`src/verilog/pcr_pkg.sv`:
```
// constants for the coding and self-test control register bank
//
// Contract
// - block-code bypass bit 12 skips 4b5b encoding
// - bit 11 free-runs receive clock
// - bit 10 enables true quiet transmit
// - bit 9 forces signal detect asserted
// - bit 8 picks detect algorithm, resets 1
// - bit 5 forces good 100 link
// - bit 2 bypasses NRZI line coding
// - bit 1 bypasses transmit scrambler
// - bit 0 bypasses receive descrambler
// - coding bits 15:13 read zero, ignore writes
// - bit 9 runs self-test, bit 10 latched pass
// - control bit 8 bypasses LED stretching
// - bit 7 reads both-sides pause capability
// - control bit 6 always reads one
// - bit 5 picks duplex indicator polarity, strapped
// - bits 4:0 port address, strapped, writable
package pcr_pkg;
    // register offsets on the management port
    localparam logic [4:0]  ADDR_CODING     = 5'h16;
    localparam logic [4:0]  ADDR_RSVD_A     = 5'h17;
    localparam logic [4:0]  ADDR_RSVD_B     = 5'h18;
    localparam logic [4:0]  ADDR_CONTROL    = 5'h19;
    localparam logic [4:0]  ADDR_IRQ_STATUS = 5'h1A;
    localparam logic [4:0]  ADDR_IRQ_MASK   = 5'h1B;

    // coding register field positions
    localparam int BIT_BLOCK_CODE_BYPASS = 12;
    localparam int BIT_RX_CLOCK_FREE     = 11;
    localparam int BIT_TRUE_QUIET        = 10;
    localparam int BIT_FORCE_SD          = 9;
    localparam int BIT_SD_ALGORITHM      = 8;
    localparam int BIT_FORCE_GOOD_LINK   = 5;
    localparam int BIT_NRZI_BYPASS       = 2;
    localparam int BIT_SCRAMBLER_SKIP    = 1;
    localparam int BIT_DESCRAMBLER_SKIP  = 0;

    // coding register writable bits and reset value
    localparam logic [15:0] CODING_WMASK = 16'h1F27;
    localparam logic [15:0] CODING_RESET = 16'h0100;

    // control register field positions
    localparam int BIT_SEQ_SELECT  = 11;
    localparam int BIT_TEST_PASS   = 10;
    localparam int BIT_TEST_RUN    = 9;
    localparam int BIT_LED_BYPASS  = 8;
    localparam int BIT_PAUSE_MATCH = 7;
    localparam int BIT_FIXED_ONE   = 6;
    localparam int BIT_DUPLEX_INDICATOR_POL    = 5;
    localparam int ADDR_FIELD_MSB  = 4;

    // control register writable bits and reset value before straps load
    localparam logic [15:0] CONTROL_WMASK = 16'h0B3F;
    localparam logic [15:0] CONTROL_RESET = 16'h0000;

    // interrupt event bit positions
    localparam int IRQ_TEST_FAIL   = 0;
    localparam int IRQ_PAUSE_RISE  = 1;
    localparam int IRQ_WIDTH       = 2;

    // led stretch time and its cycle count at 100 MHz
    localparam int CLOCK_MHZ       = 100;
    localparam int LED_STRETCH_MS  = 50;
    localparam int LED_STRETCH_CYC = LED_STRETCH_MS * 1000 * CLOCK_MHZ;

    // three activity indicators: receive, transmit, collision
    localparam int LED_COUNT       = 3;
endpackage

```
`src/verilog/pcr_word_store.sv`:
```
// small word memory for the two reserved registers
`timescale 1ns/1ps
module pcr_word_store
    import pcr_pkg::*;
#(
    parameter int WIDTH = 16,
    parameter int DEPTH = 2
) (
    input  wire logic                     i_clock,
    input  wire logic                     i_rstn,
    input  wire logic                     i_clock_en,
    input  wire logic                     i_wr_en,
    input  wire logic [$clog2(DEPTH)-1:0] i_wr_index,
    input  wire logic [WIDTH-1:0]         i_wr_data,
    input  wire logic                     i_rd_en,
    input  wire logic [$clog2(DEPTH)-1:0] i_rd_index,
    output logic      [WIDTH-1:0]         o_rd_data
);
    logic [WIDTH-1:0] mem_q [DEPTH];   // storage words
    logic [WIDTH-1:0] rd_q;            // registered read word

    // write port, no reset value for the words themselves
    always_ff @(posedge i_clock) begin
        if (i_clock_en && i_wr_en) begin
            mem_q[i_wr_index] <= i_wr_data;
        end
    end

    // registered read port
    always_ff @(posedge i_clock or negedge i_rstn) begin
        if (!i_rstn) begin
            rd_q <= '0;
        end else if (i_clock_en && i_rd_en) begin
            rd_q <= mem_q[i_rd_index];
        end
    end

    assign o_rd_data = rd_q;
endmodule

```
`src/verilog/pcr_regs.sv`:
```
// coding-path and self-test control register bank with interrupts
`timescale 1ns/1ps
module pcr_regs
    import pcr_pkg::*;
#(
    parameter int STRETCH_CYCLES = LED_STRETCH_CYC
) (
    input  wire logic        i_clock,
    input  wire logic        i_rstn,
    input  wire logic        i_clock_en,
    // management register port
    input  wire logic [4:0]  i_addr,
    input  wire logic [15:0] i_wr_data,
    input  wire logic        i_wr_strobe,
    input  wire logic        i_rd_strobe,
    output logic      [15:0] o_rd_data,
    // strap levels, held across reset
    input  wire logic [4:0]  i_strap_address,
    input  wire logic        i_strap_duplex_led_polarity,
    // status from the coding path
    input  wire logic        i_signal_detect_raw,
    input  wire logic        i_link_good_100_raw,
    input  wire logic        i_local_pause,
    input  wire logic        i_partner_pause,
    input  wire logic        i_self_test_error,
    // led activity and duplex sources
    input  wire logic        i_rx_activity,
    input  wire logic        i_tx_activity,
    input  wire logic        i_col_activity,
    input  wire logic        i_duplex_full,
    input  wire logic        i_duplex_led_invert,
    // coding path controls
    output logic             o_block_code_bypass,
    output logic             o_rx_clock_free_run,
    output logic             o_true_quiet_enable,
    output logic             o_force_signal_detect,
    output logic             o_signal_detect_algorithm_select,
    output logic             o_signal_detect,
    output logic             o_link_good_100,
    output logic             o_nrzi_bypass,
    output logic             o_scrambler_skip,
    output logic             o_descrambler_skip,
    // self-test controls
    output logic             o_self_test_run,
    output logic             o_self_test_sequence_select,
    // led, address and interrupt outputs
    output logic             o_led_rx,
    output logic             o_led_tx,
    output logic             o_led_col,
    output logic             o_duplex_indicator,
    output logic [4:0]       o_port_mgmt_address,
    output logic             o_irq
);
    // writable register bits, masked on write
    function automatic logic [15:0] masked_write(input logic [15:0] old_v,
                                                 input logic [15:0] new_v,
                                                 input logic [15:0] wmask);
        masked_write = (old_v & ~wmask) | (new_v & wmask);
    endfunction

    // strap load states
    typedef enum logic [1:0] {
        PCR_WAIT_STRAP = 2'b01,
        PCR_RUNNING    = 2'b10
    } pcr_strap_e;

    logic [15:0]          coding_q;       // coding_config_reg storage
    logic [15:0]          coding_d;
    logic [15:0]          control_q;      // writable control bits only
    logic [15:0]          control_d;
    logic                 pass_q;         // self_test_pass latch
    logic                 pass_d;
    logic                 pause_q;        // previous pause match
    logic [IRQ_WIDTH-1:0] irq_status_q;   // sticky event bits
    logic [IRQ_WIDTH-1:0] irq_status_d;
    logic [IRQ_WIDTH-1:0] irq_mask_q;     // event enables
    logic [IRQ_WIDTH-1:0] irq_events;     // this cycle's events
    logic [15:0]          rd_data_q;      // registered read word
    logic                 rd_mem_q;       // last read hit the word store
    pcr_strap_e           strap_state_q;  // strap load progress
    logic [15:0]          mem_rd_data;    // word store read data

    // address decode
    wire hit_coding  = (i_addr == ADDR_CODING);
    wire hit_rsvd    = (i_addr == ADDR_RSVD_A) || (i_addr == ADDR_RSVD_B);
    wire hit_control = (i_addr == ADDR_CONTROL);
    wire hit_status  = (i_addr == ADDR_IRQ_STATUS);
    wire hit_mask    = (i_addr == ADDR_IRQ_MASK);
    wire wr_coding   = i_wr_strobe && hit_coding;
    wire wr_control  = i_wr_strobe && hit_control;
    wire wr_status   = i_wr_strobe && hit_status;
    wire wr_mask     = i_wr_strobe && hit_mask;
    wire wr_rsvd     = i_wr_strobe && hit_rsvd;
    wire rd_rsvd     = i_rd_strobe && hit_rsvd;
    wire store_index = (i_addr == ADDR_RSVD_B);

    // pause capability on both ends
    wire pause_match = i_local_pause && i_partner_pause;

    // self-test fail only counts while the test runs
    wire test_fail   = i_self_test_error && control_q[BIT_TEST_RUN];

    // coding register next value, top bits never take writes
    assign coding_d = wr_coding ? masked_write(coding_q, i_wr_data, CODING_WMASK)
                                : coding_q;

    // control register next value
    assign control_d = wr_control ? masked_write(control_q, i_wr_data, CONTROL_WMASK)
                                  : control_q;

    // pass latch: any write to the control register clears a fail, a fail wins
    assign pass_d = test_fail  ? 1'b0 :
                    wr_control ? 1'b1 : pass_q;

    // event sources
    assign irq_events[IRQ_TEST_FAIL]  = test_fail;
    assign irq_events[IRQ_PAUSE_RISE] = pause_match && !pause_q;

    // sticky status: write one clears, a new event wins
    assign irq_status_d = (irq_status_q & ~(wr_status ? i_wr_data[IRQ_WIDTH-1:0]
                                                      : {IRQ_WIDTH{1'b0}}))
                          | irq_events;

    // assembled read values
    wire [15:0] coding_rd  = coding_q & CODING_WMASK;
    wire [15:0] control_rd = {4'h0,
                              control_q[BIT_SEQ_SELECT],
                              pass_q,
                              control_q[BIT_TEST_RUN],
                              control_q[BIT_LED_BYPASS],
                              pause_match,
                              1'b1,
                              control_q[BIT_DUPLEX_INDICATOR_POL:0]};
    wire [15:0] status_rd  = {{(16-IRQ_WIDTH){1'b0}}, irq_status_q};
    wire [15:0] mask_rd    = {{(16-IRQ_WIDTH){1'b0}}, irq_mask_q};

    // read select, unmapped addresses read zero
    wire [15:0] rd_sel = hit_coding  ? coding_rd  :
                         hit_control ? control_rd :
                         hit_status  ? status_rd  :
                         hit_mask    ? mask_rd    : 16'h0000;

    // strap capture after reset release, then normal operation
    always_ff @(posedge i_clock or negedge i_rstn) begin
        if (!i_rstn) begin
            strap_state_q <= PCR_WAIT_STRAP;
        end else if (i_clock_en) begin
            case (strap_state_q)
                PCR_WAIT_STRAP: strap_state_q <= PCR_RUNNING;
                PCR_RUNNING:    strap_state_q <= PCR_RUNNING;
                default:        strap_state_q <= PCR_WAIT_STRAP;
            endcase
        end
    end

    // coding register
    always_ff @(posedge i_clock or negedge i_rstn) begin
        if (!i_rstn) begin
            coding_q <= CODING_RESET;
        end else if (i_clock_en) begin
            coding_q <= coding_d;
        end
    end

    // control register, strap fields loaded in the first enabled cycle
    always_ff @(posedge i_clock or negedge i_rstn) begin
        if (!i_rstn) begin
            control_q <= CONTROL_RESET;
        end else if (i_clock_en) begin
            if (strap_state_q == PCR_WAIT_STRAP) begin
                control_q <= {control_q[15:6], i_strap_duplex_led_polarity,
                              i_strap_address};
            end else begin
                control_q <= control_d;
            end
        end
    end

    // self-test pass latch and pause history
    always_ff @(posedge i_clock or negedge i_rstn) begin
        if (!i_rstn) begin
            pass_q  <= 1'b0;
            pause_q <= 1'b0;
        end else if (i_clock_en) begin
            pass_q  <= pass_d;
            pause_q <= pause_match;
        end
    end

    // interrupt status and mask
    always_ff @(posedge i_clock or negedge i_rstn) begin
        if (!i_rstn) begin
            irq_status_q <= '0;
            irq_mask_q   <= '0;
        end else if (i_clock_en) begin
            irq_status_q <= irq_status_d;
            if (wr_mask) begin
                irq_mask_q <= i_wr_data[IRQ_WIDTH-1:0];
            end
        end
    end

    // read data, valid the cycle after the strobe only
    always_ff @(posedge i_clock or negedge i_rstn) begin
        if (!i_rstn) begin
            rd_data_q <= 16'h0000;
            rd_mem_q  <= 1'b0;
        end else if (i_clock_en) begin
            rd_data_q <= i_rd_strobe ? rd_sel : 16'h0000;
            rd_mem_q  <= rd_rsvd;
        end
    end

    // reserved words live in their own store
    pcr_word_store #(
        .WIDTH (16),
        .DEPTH (2)
    ) u_store (
        .i_clock    (i_clock),
        .i_rstn     (i_rstn),
        .i_clock_en (i_clock_en),
        .i_wr_en    (wr_rsvd),
        .i_wr_index (store_index),
        .i_wr_data  (i_wr_data),
        .i_rd_en    (rd_rsvd),
        .i_rd_index (store_index),
        .o_rd_data  (mem_rd_data)
    );

    assign o_rd_data = rd_mem_q ? mem_rd_data : rd_data_q;

    // led pulse stretching per activity source
    localparam int SW = $clog2(STRETCH_CYCLES + 1);
    localparam logic [SW-1:0] STRETCH_LOAD = SW'(STRETCH_CYCLES);
    logic [LED_COUNT-1:0] led_raw;        // activity inputs
    logic [LED_COUNT-1:0] led_out;        // stretched or raw
    logic [SW-1:0]        stretch_q [LED_COUNT];
    assign led_raw = {i_col_activity, i_tx_activity, i_rx_activity};

    for (genvar g = 0; g < LED_COUNT; g++) begin : g_led
        // reload on activity, count down while idle
        always_ff @(posedge i_clock or negedge i_rstn) begin
            if (!i_rstn) begin
                stretch_q[g] <= '0;
            end else if (i_clock_en) begin
                if (led_raw[g]) begin
                    stretch_q[g] <= STRETCH_LOAD;
                end else if (stretch_q[g] != '0) begin
                    stretch_q[g] <= stretch_q[g] - SW'(1);
                end
            end
        end
        // bypass drives the raw activity straight through
        assign led_out[g] = control_q[BIT_LED_BYPASS] ? led_raw[g]
                          : (led_raw[g] || stretch_q[g] != '0);
    end

    // coding path controls
    assign o_block_code_bypass   = coding_q[BIT_BLOCK_CODE_BYPASS];
    assign o_rx_clock_free_run   = coding_q[BIT_RX_CLOCK_FREE];
    assign o_true_quiet_enable   = coding_q[BIT_TRUE_QUIET];
    assign o_force_signal_detect = coding_q[BIT_FORCE_SD];
    assign o_signal_detect_algorithm_select = coding_q[BIT_SD_ALGORITHM];
    assign o_signal_detect  = i_signal_detect_raw || coding_q[BIT_FORCE_SD];
    assign o_link_good_100  = i_link_good_100_raw
                              || coding_q[BIT_FORCE_GOOD_LINK];
    assign o_nrzi_bypass      = coding_q[BIT_NRZI_BYPASS];
    assign o_scrambler_skip   = coding_q[BIT_SCRAMBLER_SKIP];
    assign o_descrambler_skip = coding_q[BIT_DESCRAMBLER_SKIP];

    // self-test controls
    assign o_self_test_run             = control_q[BIT_TEST_RUN];
    assign o_self_test_sequence_select = control_q[BIT_SEQ_SELECT];

    // led and address outputs
    assign o_led_rx  = led_out[0];
    assign o_led_tx  = led_out[1];
    assign o_led_col = led_out[2];
    assign o_duplex_indicator = control_q[BIT_DUPLEX_INDICATOR_POL]
                                ? (i_duplex_full ^ i_duplex_led_invert)
                                : i_duplex_full;
    assign o_port_mgmt_address = control_q[ADDR_FIELD_MSB:0];

    // level interrupt from unmasked sticky bits
    assign o_irq = |(irq_status_q & irq_mask_q);
endmodule

```
`config.mk`:
```
export PLATFORM = sky130hd
export DESIGN_NAME = pcr_regs
export DESIGN_NICKNAME = d
export VERILOG_FILES = /design/src/verilog/pcr_pkg.sv /design/src/verilog/pcr_word_store.sv /design/src/verilog/pcr_regs.sv
export SDC_FILE = /design/constraint.sdc
export NUM_CORES = 1
export LEC_CHECK = 0
export BUFFER_PORTS_ARGS = -buffer_cell sky130_fd_sc_hd__buf_2
export CAP_MARGIN = 20
export CORE_ASPECT_RATIO = 0.75
export CORE_MARGIN = 2
export CORE_UTILIZATION = 40
export DETAILED_ROUTE_END_ITERATION = 10
export RECOVER_POWER = 50
export SLEW_MARGIN = 40
export SYNTH_ARGS = -nofsm -noshare
export SYNTH_HDL_FRONTEND = slang
export SYNTH_SLANG_ARGS = --single-unit
```
`constraint.sdc`:
```
create_clock -name i_clock -period 3 [get_ports i_clock]
set_clock_uncertainty 0.2 [all_clocks]
set_input_delay 0 -clock i_clock [delete_from_list [all_inputs] [get_ports i_clock]]
set_output_delay 0 -clock i_clock [all_outputs]
set_load 0.01 [all_outputs]
```
* After elaboration in Yosys (flattened, before gate mapping)
Memory sizes are Yosys's and may differ from the RTL's. A register that Yosys moved wholly into a read port is not among the register bits. Cells that the tools add are included.
Cells by class: reduce and logical (&&, ||, !) cells 37, add/sub/neg operators 3, bitwise operators 8, equal/unequal tests 8, multiplexer cells 24
Operators by type and width (count):
- $mux 23 | 6
- $reduce_bool 23->1 | 3
- $sub 23x1->23 const B | 3
- $eq 5x5->1 const B | 6
- $mux 13 | 2
- $mux 16 | 1
- $or 16x12->16 | 1
- $or 16x13->16 | 1
- $reduce_and 2->1 | 7
- $mux 12 | 1
- $mux 6 | 2
- $logic_and 1x1->1 | 11
- $reduce_bool 2->1 | 5
- $mux 1 | 8
- $mux 2 | 4
- $logic_or 1x1->1 | 6
- $and 2x2->2 | 2
- $reduce_or 2->1 | 2
- $reduce_and 3->1 | 1
- $eq 2x1->1 const B | 1
- $eq 2x2->1 const B | 1
- $logic_not 1->1 | 2
- $not 2->2 | 1
- $or 2x2->2 | 1
- other kinds (2) | 2
Storage, ports and cells: input port bits 42, logic and storage cells 94, output and inout bits 38, memories 1, register bits 126, memory bits (writable) 32
Memory list:
- u_store.mem_q | words 2, bits a word 16, read ports 1, clocked after memory_dff 1, wr ports 1, line pcr_word_store.sv:19 | logic [WIDTH-1:0] mem_q [DEPTH];

* Longest topological paths before layout
Gate-level depths: netlist of run 1.
depth in word-level cells 6, gate-level depth with buffers 8, mapped depth without buffers 7

* Hierarchy
From an unflattened synthesis of run 1, not the netlist that was laid out.
Unflattened totals: cells, all modules 716, area, all modules 7758.7 sq um
By module, submodules not included:
- pcr_regs | seq. area each 2730.1 sq um, cells an instance 608, area each 5940.7 sq um, times used 1
- pcr_word_store | seq. area each 1361.3 sq um, cells an instance 108, area each 1818.0 sq um, times used 1

* Worst setup path after synthesis of run 1
Ideal clock, no wire load.
kind flip-flop to flip-flop, from register stretch_q[0] in the netlist's numbering, to register stretch_q[9] in the netlist's numbering, path slack 492 ps, clock period less this slack 2508 ps, setup time 147 ps, buffers on the path 1, stages on the path, launching flop included 9, arrival 2161 ps, required time 2653 ps, cells stage by stage dfrtp_1 -> inv_1 -> ha_1 -> or4b_1 -> clkbuf_1 -> nor4_4 -> a21oi_1 -> a311oi_1 -> a41oi_1
On the way: cells in the longest elaborated chain, start to end 3, elaborated cells on any way between the ends 6, classes of those cells 1 x add/sub; 2 x mux; 3 x reduce/logical
Ends and longest elaborated chain:
- from (decl) | line pcr_regs.sv:237 | logic [SW-1:0] stretch_q [LED_COUNT];
- from (signal, indexed assignment) | line pcr_regs.sv:249 | stretch_q[g] <= stretch_q[g] - SW'(1);
- $sub 23x1->23 / $reduce_bool 23->1 (equally long branches) | line pcr_regs.sv:249, pcr_regs.sv:248
- $mux 23 / $reduce_bool 2->1 (equally long branches)
- $mux 23 / $reduce_and 2->1 (equally long branches)
Parallel ways exist; a longest one is shown, timed or not. The select of a mux whose other input is x is not followed. A chain may end at the register's enable or synchronous reset.

* Final worst setup path of run 1
from register stretch_q[0] in the netlist's numbering, to register stretch_q[18] in the netlist's numbering
Same word-level chain as after synthesis.

==> results of run 1 <==
## sequential cells by signal, summed over array words and instances (netlist names), 2 cells and up
name,count
control_q,9
u_store.mem_q,32
coding_q,9
rd_data_q,13
strap_state_q,2
irq_mask_q,2
u_store.o_rd_data,16
irq_status_q,2
stretch_q,69
## worst min-delay path: stages
cell	delay, ns
buf_2	0.08
xnor2_1	0.06
clkbuf_1	0.12
## area by class of cell
type / count / share of cell area [%]
clock buffer: 17 / 4.585
sequential: 157 / 44.11
multi-input combinational: 507 / 34.82
inverter: 26 / 1.052
clock inverter: 15 / 1.848
timing repair buffer: 146 / 10.25
tap: 247 / 3.331
## cell usage after synthesis, types with 8 or more instances
library cell / count / area share [%]
xor2_1: 10 / 1.2
o21ai_0: 40 / 2.6
mux2i_1: 26 / 3.4
nor4_1: 15 / 1.2
and2_1: 8 / 0.66
o31ai_1: 10 / 0.99
a21oi_1: 45 / 3.0
nand3_1: 24 / 1.6
nand4_1: 8 / 0.66
mux2_2: 20 / 3.0
edfxtp_1: 32 / 13
or4_1: 10 / 0.99
clkbuf_1: 26 / 1.3
nand2_1: 57 / 2.8
or3_1: 14 / 1.2
nor3_1: 23 / 1.5
nor2_1: 74 / 3.7
xnor2_1: 10 / 1.2
dfrtp_1: 123 / 41
a22o_1: 8 / 0.93
inv_1: 25 / 1.2
## worst max path at each step
stage,endpoint,slack [ns],cells after the start
after floorplan,stretch_q[9]$_DFFE_PN0P_,0.49,8
after global placement,stretch_q[2]$_DFFE_PN0P_,0.41,7
after detailed placement,stretch_q[2]$_DFFE_PN0P_,0.34,7
after CTS,stretch_q[2]$_DFFE_PN0P_,0.33,7
after global routing,stretch_q[18]$_DFFE_PN0P_,0.12,7
final,stretch_q[18]$_DFFE_PN0P_,0.31,7
## metrics by stage
stage               power (mW)  area, um^2  cells  utilization, %  hold slack [ns]
global route             6.406        9278   1115           50.13          0.07477
floorplan                3.513        7574    725               -          -0.4956
CTS                      6.133        9361   1115           50.58          0.06807
finish                   6.074        9278   1115           50.13          0.05999
detailed placement       3.907        8317   1040           44.94          -0.1396
global placement         3.847        8317   1040           44.94          -0.1507
## routing by layer
layer | up-vias | part of all wire, % | GRT usage (%)
li1 | 2938 | - | -
met1 | 2998 | 47 | 27.73
met2 | 168 | 46 | 32.47
met3 | 31 | 4.9 | 3.858
met4 | 0 | 2.2 | 8.241
met5 | - | 0 | 0
## what timing repair did
item / in CTS / in global routing
endpoints found under the hold margin: 250 / 0
hold buffers: 43 / 0
setup endpoints to repair: 0 / 0
## power by group through the flow
| stage | registers, mW | clock network, mW | logic [mW] |
|---|---|---|---|
| finish | 2.78 | 2.17 | 1.12 |
| global placement | 2.79 | 0 | 1.05 |
| floorplan | 2.73 | 0 | 0.785 |
| global route | 2.83 | 2.31 | 1.27 |
| detailed placement | 2.81 | 0 | 1.10 |
| CTS | 2.77 | 2.21 | 1.15 |
## kinds of logic after synthesis
family	after synthesis	synth area share, %
AO/OA/AOI/OAI	166	14.64
AND/OR/NAND/NOR	271	18.55
buffers and inverters	61	3.403
flip-flops	157	54.02
multiplexers	46	6.410
adder cells (fa/ha/maj)	4	0.6609
XOR/XNOR	20	2.313
==> flow_metrics.tcl, run 1 <==
set metrics [dict create \
    fillers 1695 \
    switching_share_pct 31.84 \
    cts_tree "yes" \
    grtUsageTotal_pct 20.39 \
    fin_nets 901 \
    rows 43 \
    synth_seq_cells 157 \
    startpoint "stretch_q[0]$_DFFE_PN0P_" \
    path_max_fanout 6 \
    p_seq_share_pct 45.8 \
    wl_mm 19.27 \
    n_antenna_cell 0 \
    min_path_cells 3 \
    cts_resized 0 \
    start_util_pct 40.92 \
    clk_latency_ns 0.43 \
    synthFlopType "dfrtp_1" \
    die_width_um 162.9 \
    dr.pass1.iters 5 \
    setup_viol 0 \
    ant_nets 0 \
    synth-edff-count 32 \
    arrival_ns 2.86 \
    layout_commonest_cell "dfrtp_1" \
    reg2reg_to "stretch_q[18]$_DFFE_PN0P_" \
    port_buffers 79 \
    fin_ws_ns 0.3053 \
    yosysSeqAreaShare_pct 54.02 \
    cp_slowest_cell "or4b_1" \
    coreArea_um2 18510 \
    cp_cell_sequence "inv_1 -> ha_1 -> or4b_1 -> nor2_1 -> nand4_1 -> or4_1 -> nand3_1" \
    routedWlPerCell_um 17.28 \
    grt_pass1_wl_mm 31.67 \
    seqCellArea_um2 4093 \
    cpLargestDelayFamily "simple AND/OR/NAND/NOR gates" \
    netlist_area_um2 7574 \
    max_slew_margin_pct 13.99 \
    synth-async-reset-ratio_pct 79.62 \
    status "finished clean" \
    tns_ns 0 \
    hold_class "input pin to primary output" \
    clkPwrFrac_pct 35.8 \
    grt_max_degree 43 \
    powerDensity_nw_per_um2 654.7 \
    drv_cap 0 \
    htree_levels 4 \
    ctsRootBufferMaster "clkbuf_16" \
    cts_max_path_buffers 2 \
    cts_buffers 17 \
    ys_warn_count 0 \
    p_switching_mw 1.934 \
    post-place-ws_ns 0.3355 \
    post-route-period-util_pct 89.82 \
    hold_viol 0 \
    cts_sinks 157 \
    critPathKind "flop to flop" \
    drive_gt1_share_pct 16.36 \
    hold-path-endpoint "o_duplex_indicator" \
    hp-start "i_duplex_full" \
    fin_crit_ns 2.695 \
    crit_required_ns 3.16 \
    p_comb_share_pct 18.4 \
    ir_drop_v 0.0003199 \
    multiInputGateArea_um2 3231 \
    synthCells 725 \
    top_level_ports 80 \
    grt_setup_unrepaired "false" \
    antenna_found_initial 0 \
    vias_per_cell 5.502 \
    remaining_drc_errors 0 \
    drt-initial-drc-count 521 \
    grt_pass1_vias 6124 \
    drv_slew 0 \
    p_int_mw 4.140 \
    r2r_cells 7 \
    syn2layout_area_growth_pct 22.50 \
    worst_pin_slew_ns 1.290 \
    avgSynthCellArea_um2 10.45 \
    synthDistinctLibCells 68 \
    r2r_setup_slack_ns 0.31 \
    crit_path_end_kind "flop" \
    syn_nets 771 \
    die_h_um 123.2 \
    gp_congestion 0.8638 \
    mostFrequentLayoutCells "122 x dfrtp_1, 73 x nor2_1, 57 x nand2_1" \
    p_leak_nw 3.783 \
    clk_pin_slew_ns 0.07 \
    worstReg2RegStart "stretch_q[0]$_DFFE_PN0P_" \
    vias 6135 \
    startpoint_type "flop" \
    cts_setup_buffers 0 \
    grt_remaining_overflow 0 \
    die_area_um2 20060 \
    max_clock_freq_mhz 371.1 \
    critPathBufInv 1 \
    critPathMaxStageDelay_ns 0.59 \
    dp_hpwl_mm 12.92 \
]
Power figures use the tool's default switching activity.
==> run 2: changes to the inputs <==
==> constraint.sdc (replaced) <==
create_clock -name i_clock -period 2.4 [get_ports i_clock]
set_clock_uncertainty 0.2 [all_clocks]
set_input_delay 0 -clock i_clock [delete_from_list [all_inputs] [get_ports i_clock]]
set_output_delay 0 -clock i_clock [all_outputs]
set_load 0.01 [all_outputs]
==> run 2 against run 1 <==
The run now ends with negative setup slack left. Final cell count up 4.4%. Worst hold slack gained 0.0097 ns. Fmax is 9.2% higher. Via count increased by 3.6%. First-iteration DRC count down 21%. Core utilization grew 3.2 points. Clock power rose by 28%. Worst setup slack lost 0.37 ns. Critical endpoint is now stretch_q[1]$_DFFE_PN0P_. Largest power group unchanged. Highest routed layer unchanged.
==> flow_metrics.tcl, run 2 (same netlist as run 1, synthesis figures left out) <==
set metrics [dict create \
    status "finished, violations left" \
    violations "negative setup slack" \
    rows 43 \
    cts_sinks 157 \
    start_util_pct 40.92 \
    critPathBufInv 3 \
    die_area_um2 20060 \
    grt_remaining_overflow 0 \
    arrival_ns 2.61 \
    reg2reg_to "stretch_q[1]$_DFFE_PN0P_" \
    crit_path_end_kind "flop" \
    p_switching_mw 2.620 \
    post-place-ws_ns -0.07993 \
    dp_hpwl_mm 13.54 \
    drive_gt1_share_pct 23.77 \
    startpoint_type "flop" \
    cp_cell_sequence "inv_2 -> ha_2 -> or4b_4 -> buf_6 -> or4_4 -> o21ai_4 -> buf_6 -> nand2_2 -> o31ai_2" \
    dr.pass1.iters 7 \
    crit_path_end "stretch_q[1]$_DFFE_PN0P_" \
    vias_per_cell 5.460 \
    post-route-period-util_pct 102.8 \
    vias 6355 \
    fin_ws_ns -0.06801 \
    n_antenna_cell 0 \
    die_h_um 123.2 \
    setup_viol 7 \
    path_max_fanout 6 \
    htree_levels 4 \
    worstSetupPathDepth 9 \
    p_comb_share_pct 21.0 \
    antenna_found_initial 0 \
    top_level_ports 80 \
    grt_max_degree 49 \
    ir_drop_v 0.0004447 \
    powerDensity_nw_per_um2 801.3 \
    grt_setup_unrepaired "true" \
    clk_latency_ns 0.43 \
    crit_required_ns 2.54 \
    drv_slew 0 \
    top_register "stretch_q" \
    coreArea_um2 18510 \
    mostFrequentLayoutCells "123 x dfrtp_1, 73 x nor2_1, 64 x buf_4" \
    p_seq_share_pct 43.9 \
    gp_congestion 0.8930 \
    fin_nets 950 \
    hold_class "input pin to primary output" \
    hold_slack_ns 0.06970 \
    cts_max_path_buffers 2 \
    cp_slowest_cell "or4b_4" \
    clkPwrFrac_pct 35.2 \
    ant_nets 0 \
    clk_pin_slew_ns 0.07 \
    crit_top_cell "buf_6" \
    cpLargestDelayFamily "simple AND/OR/NAND/NOR gates" \
    final_area_um2 9874 \
    switching_share_pct 33.12 \
    critPathKind "flop to flop" \
    drv_cap 0 \
    max_slew_margin_pct 16.22 \
    hold_viol 0 \
    routedWlPerCell_um 17.03 \
    grtUsageTotal_pct 20.35 \
    fin_crit_ns 2.468 \
    dpl-instance-area_um2 8637 \
    port_buffers 79 \
    startpoint "stretch_q[0]$_DFFE_PN0P_" \
    die_width_um 162.9 \
    p_int_mw 5.292 \
    cts_buffers 17 \
    worstReg2RegStart "stretch_q[0]$_DFFE_PN0P_" \
    grt_pass1_vias 6308 \
    worst_pin_slew_ns 1.257 \
    syn2layout_area_growth_pct 30.38 \
    ctsRootBufferMaster "clkbuf_16" \
    max_clock_freq_mhz 405.2 \
    largest_reg_flops 69 \
    remaining_drc_errors 0 \
    cts_tree "yes" \
    utilization_pct 53.35 \
    p_leak_nw 4.074 \
    drt-initial-drc-count 412 \
    critPathMaxStageDelay_ns 0.49 \
    r2r_setup_slack_ns -0.07 \
    layout_commonest_cell "dfrtp_1" \
    grt_pass1_wl_mm 32.07 \
    r2r_cells 9 \
    wl_mm 19.82 \
]
run 2: cell types whose count changed in the layout (fill, tap and decap cells not counted), sizes merged:
cell | previous run | this run
buf | 68 | 119
bufinv | 1 | 0
clkbuf | 53 | 52
dlygate4sd3 | 42 | 41
inv | 33 | 34
run 2: per-stage QoR:
stage	std cells	setup TNS [ns]	total power [mW]
6_report	1164	-0.3407	7.913
5_1_grt	1164	-7.258	8.325
4_1_cts	1157	-0.4913	7.914
3_5_place_dp	1077	-0.1382	5.018
3_3_place_gp	1077	0	4.940
2_1_floorplan	725	-0.04376	4.417
run 2: layout make-up:
| type | count | area (um^2) |
|---|---|---|
| inverter | 26 | 97.59 |
| fill | 1649 | 8633 |
| clock inverter | 15 | 201.4 |
| clock buffer | 17 | 425.4 |
| sequential | 157 | 4091 |
| tap | 247 | 309.0 |
| timing repair buffer | 195 | 1354 |
| multi-input combinational | 507 | 3396 |
run 2: tightest hold or removal path, cell delays in order:
cell and delay, ns:
buf_2 0.09, xnor2_1 0.06, buf_2 0.13
run 2: timing repair:
item	4_1_cts	5_1_grt
hold endpoints to repair	254	0
setup buffers	6	7
endpoints found under the setup margin	7	29
hold buffers	42	0
pin swaps	6	9
gates resized for setup	9	24
run 2: routing by layer:
metal / GRT usage [%] / vias up / part of all wire (%)
met2: 33.16 / 134 / 48
met1: 28.24 / 3164 / 47
met4: 5.310 / 0 / 1.2
met3: 3.757 / 20 / 3.5
li1: - / 3037 / -
met5: 0 / - / 0
run 2: how the worst min path moves through the flow:
stage | start | endpoint | cells after the start | slack [ns]
final | i_duplex_full | o_duplex_indicator | 3 | 0.07
after global routing | i_link_good_100_raw | o_link_good_100 | 3 | 0.09
after CTS | i_wr_data[13] | u_store.mem_q[0][13]$_DFFE_PP_ | 2 | 0.07
after detailed placement | i_rstn | u_store.o_rd_data[15]$_DFFE_PN0P_ | 1 | -0.26
after global placement | i_rstn | u_store.o_rd_data[15]$_DFFE_PN0P_ | 1 | -0.27
after floorplan | i_rstn | coding_q[0]$_DFFE_PN0P_ | 0 | -0.50
run 2: power by group through the flow:
stage	clock network, mW	logic, mW	registers, mW
after CTS	2.84	1.62	3.45
final	2.78	1.66	3.47
after global placement	0	1.46	3.48
after floorplan	0	1.00	3.41
after global routing	2.97	1.84	3.52
after detailed placement	0	1.52	3.50
==> run 3: changes to the inputs <==
--- a/config.mk
+++ b/config.mk
@@ -12,6 +12,7 @@
 export CORE_UTILIZATION = 40
 export DETAILED_ROUTE_END_ITERATION = 10
 export RECOVER_POWER = 50
+export SKIP_CTS_REPAIR_TIMING = 1
 export SLEW_MARGIN = 40
 export SYNTH_ARGS = -nofsm -noshare
 export SYNTH_HDL_FRONTEND = slang
==> run 3 against run 2 <==
The flow finishes with violations (negative hold slack, negative setup slack). Register-to-register slack got worse by 0.10 ns. Die area stayed put. Sequential power about the same. Total power shrank 0.30%. Routed wire length increased by 0.35%. Final cell count barely moved. Critical endpoint is now o_led_col.
==> flow_metrics.tcl, run 3 (same netlist as run 1, synthesis figures left out) <==
set metrics [dict create \
    grt_pass1_vias 6046 \
    die_width_um 162.9 \
    die_area_um2 20060 \
    hold_slack_ns -0.01865 \
    gp_congestion 0.8930 \
    layout_commonest_cell "dfrtp_1" \
    seqCellArea_um2 4091 \
    dp_hpwl_mm 13.54 \
    cts_buffers 17 \
    grt_remaining_overflow 0 \
    total_power_mw 7.889 \
    cts_sinks 157 \
    largest_reg_flops 69 \
    path_max_fanout 4 \
    setup_viol 15 \
    clk_latency_ns 0.43 \
    drv_slew 0 \
    coreArea_um2 18510 \
    fin_nets 951 \
    crit_required_ns 2.20 \
    post-route-period-util_pct 107.9 \
    routedWlPerCell_um 17.07 \
    hp-start "i_addr[0]" \
    drt-initial-drc-count 445 \
    startpoint "stretch_q[0]$_DFFE_PN0P_" \
    hold_viol 1 \
    wl_mm 19.89 \
    top_level_ports 80 \
    grtUsageTotal_pct 19.80 \
    clk_pin_slew_ns 0.07 \
    rows 43 \
    ir_drop_v 0.0004466 \
    startpoint_type "flop" \
    vias 6358 \
    die_h_um 123.2 \
    grt_pass1_wl_mm 31.08 \
    r2r_setup_slack_ns -0.17 \
    ant_nets 0 \
    grt_setup_unrepaired "true" \
    port_buffers 79 \
    status "finished, violations left" \
    grt_max_degree 49 \
    max_clock_freq_mhz 386.2 \
    fin_crit_ns 2.590 \
    worst_pin_slew_ns 0.9922 \
    drive_gt1_share_pct 23.20 \
    drv_cap 0 \
    max_slew_margin_pct 33.64 \
    arrival_ns 2.39 \
    dp_cells 1077 \
    powerDensity_nw_per_um2 801.2 \
    start_util_pct 40.92 \
    remaining_drc_errors 0 \
    multiInputGateArea_um2 3381 \
    antenna_found_initial 0 \
    cts_tree "yes" \
    dr.pass1.iters 5 \
    fin_ws_ns -0.1897 \
    vias_per_cell 5.458 \
    critPathKind "flop to primary output" \
    top_register "stretch_q" \
    fillers 1638 \
    crit_path_end_kind "primary output" \
    syn2layout_area_growth_pct 30.02 \
    cts_max_path_buffers 2 \
    hold_class "input pin to flop" \
    worstReg2RegStart "stretch_q[0]$_DFFE_PN0P_" \
    n_antenna_cell 0 \
    stdcell_count 1165 \
    violations "negative hold slack, negative setup slack" \
    ctsRootBufferMaster "clkbuf_16" \
    mostFrequentLayoutCells "123 x dfrtp_1, 74 x nor2_1, 65 x buf_4" \
    p_leak_nw 4.055 \
    htree_levels 4 \
]
==> run 3: changes by cell type in the layout (fill, tap and decap cells not counted), moves of 2 or more <==
cell	delta
buf_2	-7
clkbuf_1	+5
o31ai_1	+3
o31ai_2	-3
a2111oi_2	+2
a2111oi_4	-2
a21oi_1	-2
clkbuf_2	+2
nand3_1	-2
nand3_2	+2
==> run 3: through the flow <==
step | hold slack [ns] | area, um^2 | utilization, % | setup slack [ns] | TNS [ns]
global route | 0.01674 | 9847 | 53.20 | -0.2669 | -6.047
global placement | -0.2674 | 8637 | 46.67 | 0.01554 | 0
CTS | -0.7303 | 9264 | 50.05 | -0.2304 | -0.4223
detailed placement | -0.2634 | 8637 | 46.67 | -0.07993 | -0.1382
floorplan | -0.4956 | 7614 | - | -0.02379 | -0.04376
finish | -0.01865 | 9847 | 53.20 | -0.1897 | -1.391
==> run 3: metal layers <==
layer	share of wire [%]	wire length [um]	global-route usage, %
met5	0	0	0
met4	1.2	237	5.310
met3	4.2	834	3.757
met2	48	9479	31.81
met1	47	9341	27.75
==> run 3: path summary, 6_finish.rpt <==
path	end	depth (start not counted)
max	o_led_col	8
min in group asynchronous	u_store.o_rd_data[1]$_DFFE_PN0P_	3
max reg2reg	stretch_q[1]$_DFFE_PN0P_	9
min	rd_data_q[1]$_DFFE_PN0P_	5
min reg2reg	stretch_q[45]$_DFFE_PN0P_	2
max in group asynchronous	stretch_q[45]$_DFFE_PN0P_	3
==> run 3: final cells by class <==
class | instances | share of cell area [%]
Clock buffer | 17 | 4.320
Clock inverter | 15 | 2.046
Inverter | 26 | 0.9911
Multi-Input combinational cell | 507 | 34.33
Sequential cell | 157 | 41.55
Tap cell | 247 | 3.138
Timing Repair Buffer | 196 | 13.62
==> run 3: report_power, final <==
part,total [mW],switching (mW),internal (mW)
clock,2.76,1.32,1.44
combinational,1.66,0.905,0.751
sequential,3.47,0.375,3.09
total,7.89,2.60,5.28
==> run 3: critical path, cell delays in order, from the launching register on <==
cell	delay, ns
dfrtp_1	0.39
inv_2	0.05
ha_2	0.17
or4b_4	0.49
buf_6	0.14
nor4_4	0.33
buf_4	0.18
a22oi_2	0.06
buf_2	0.16
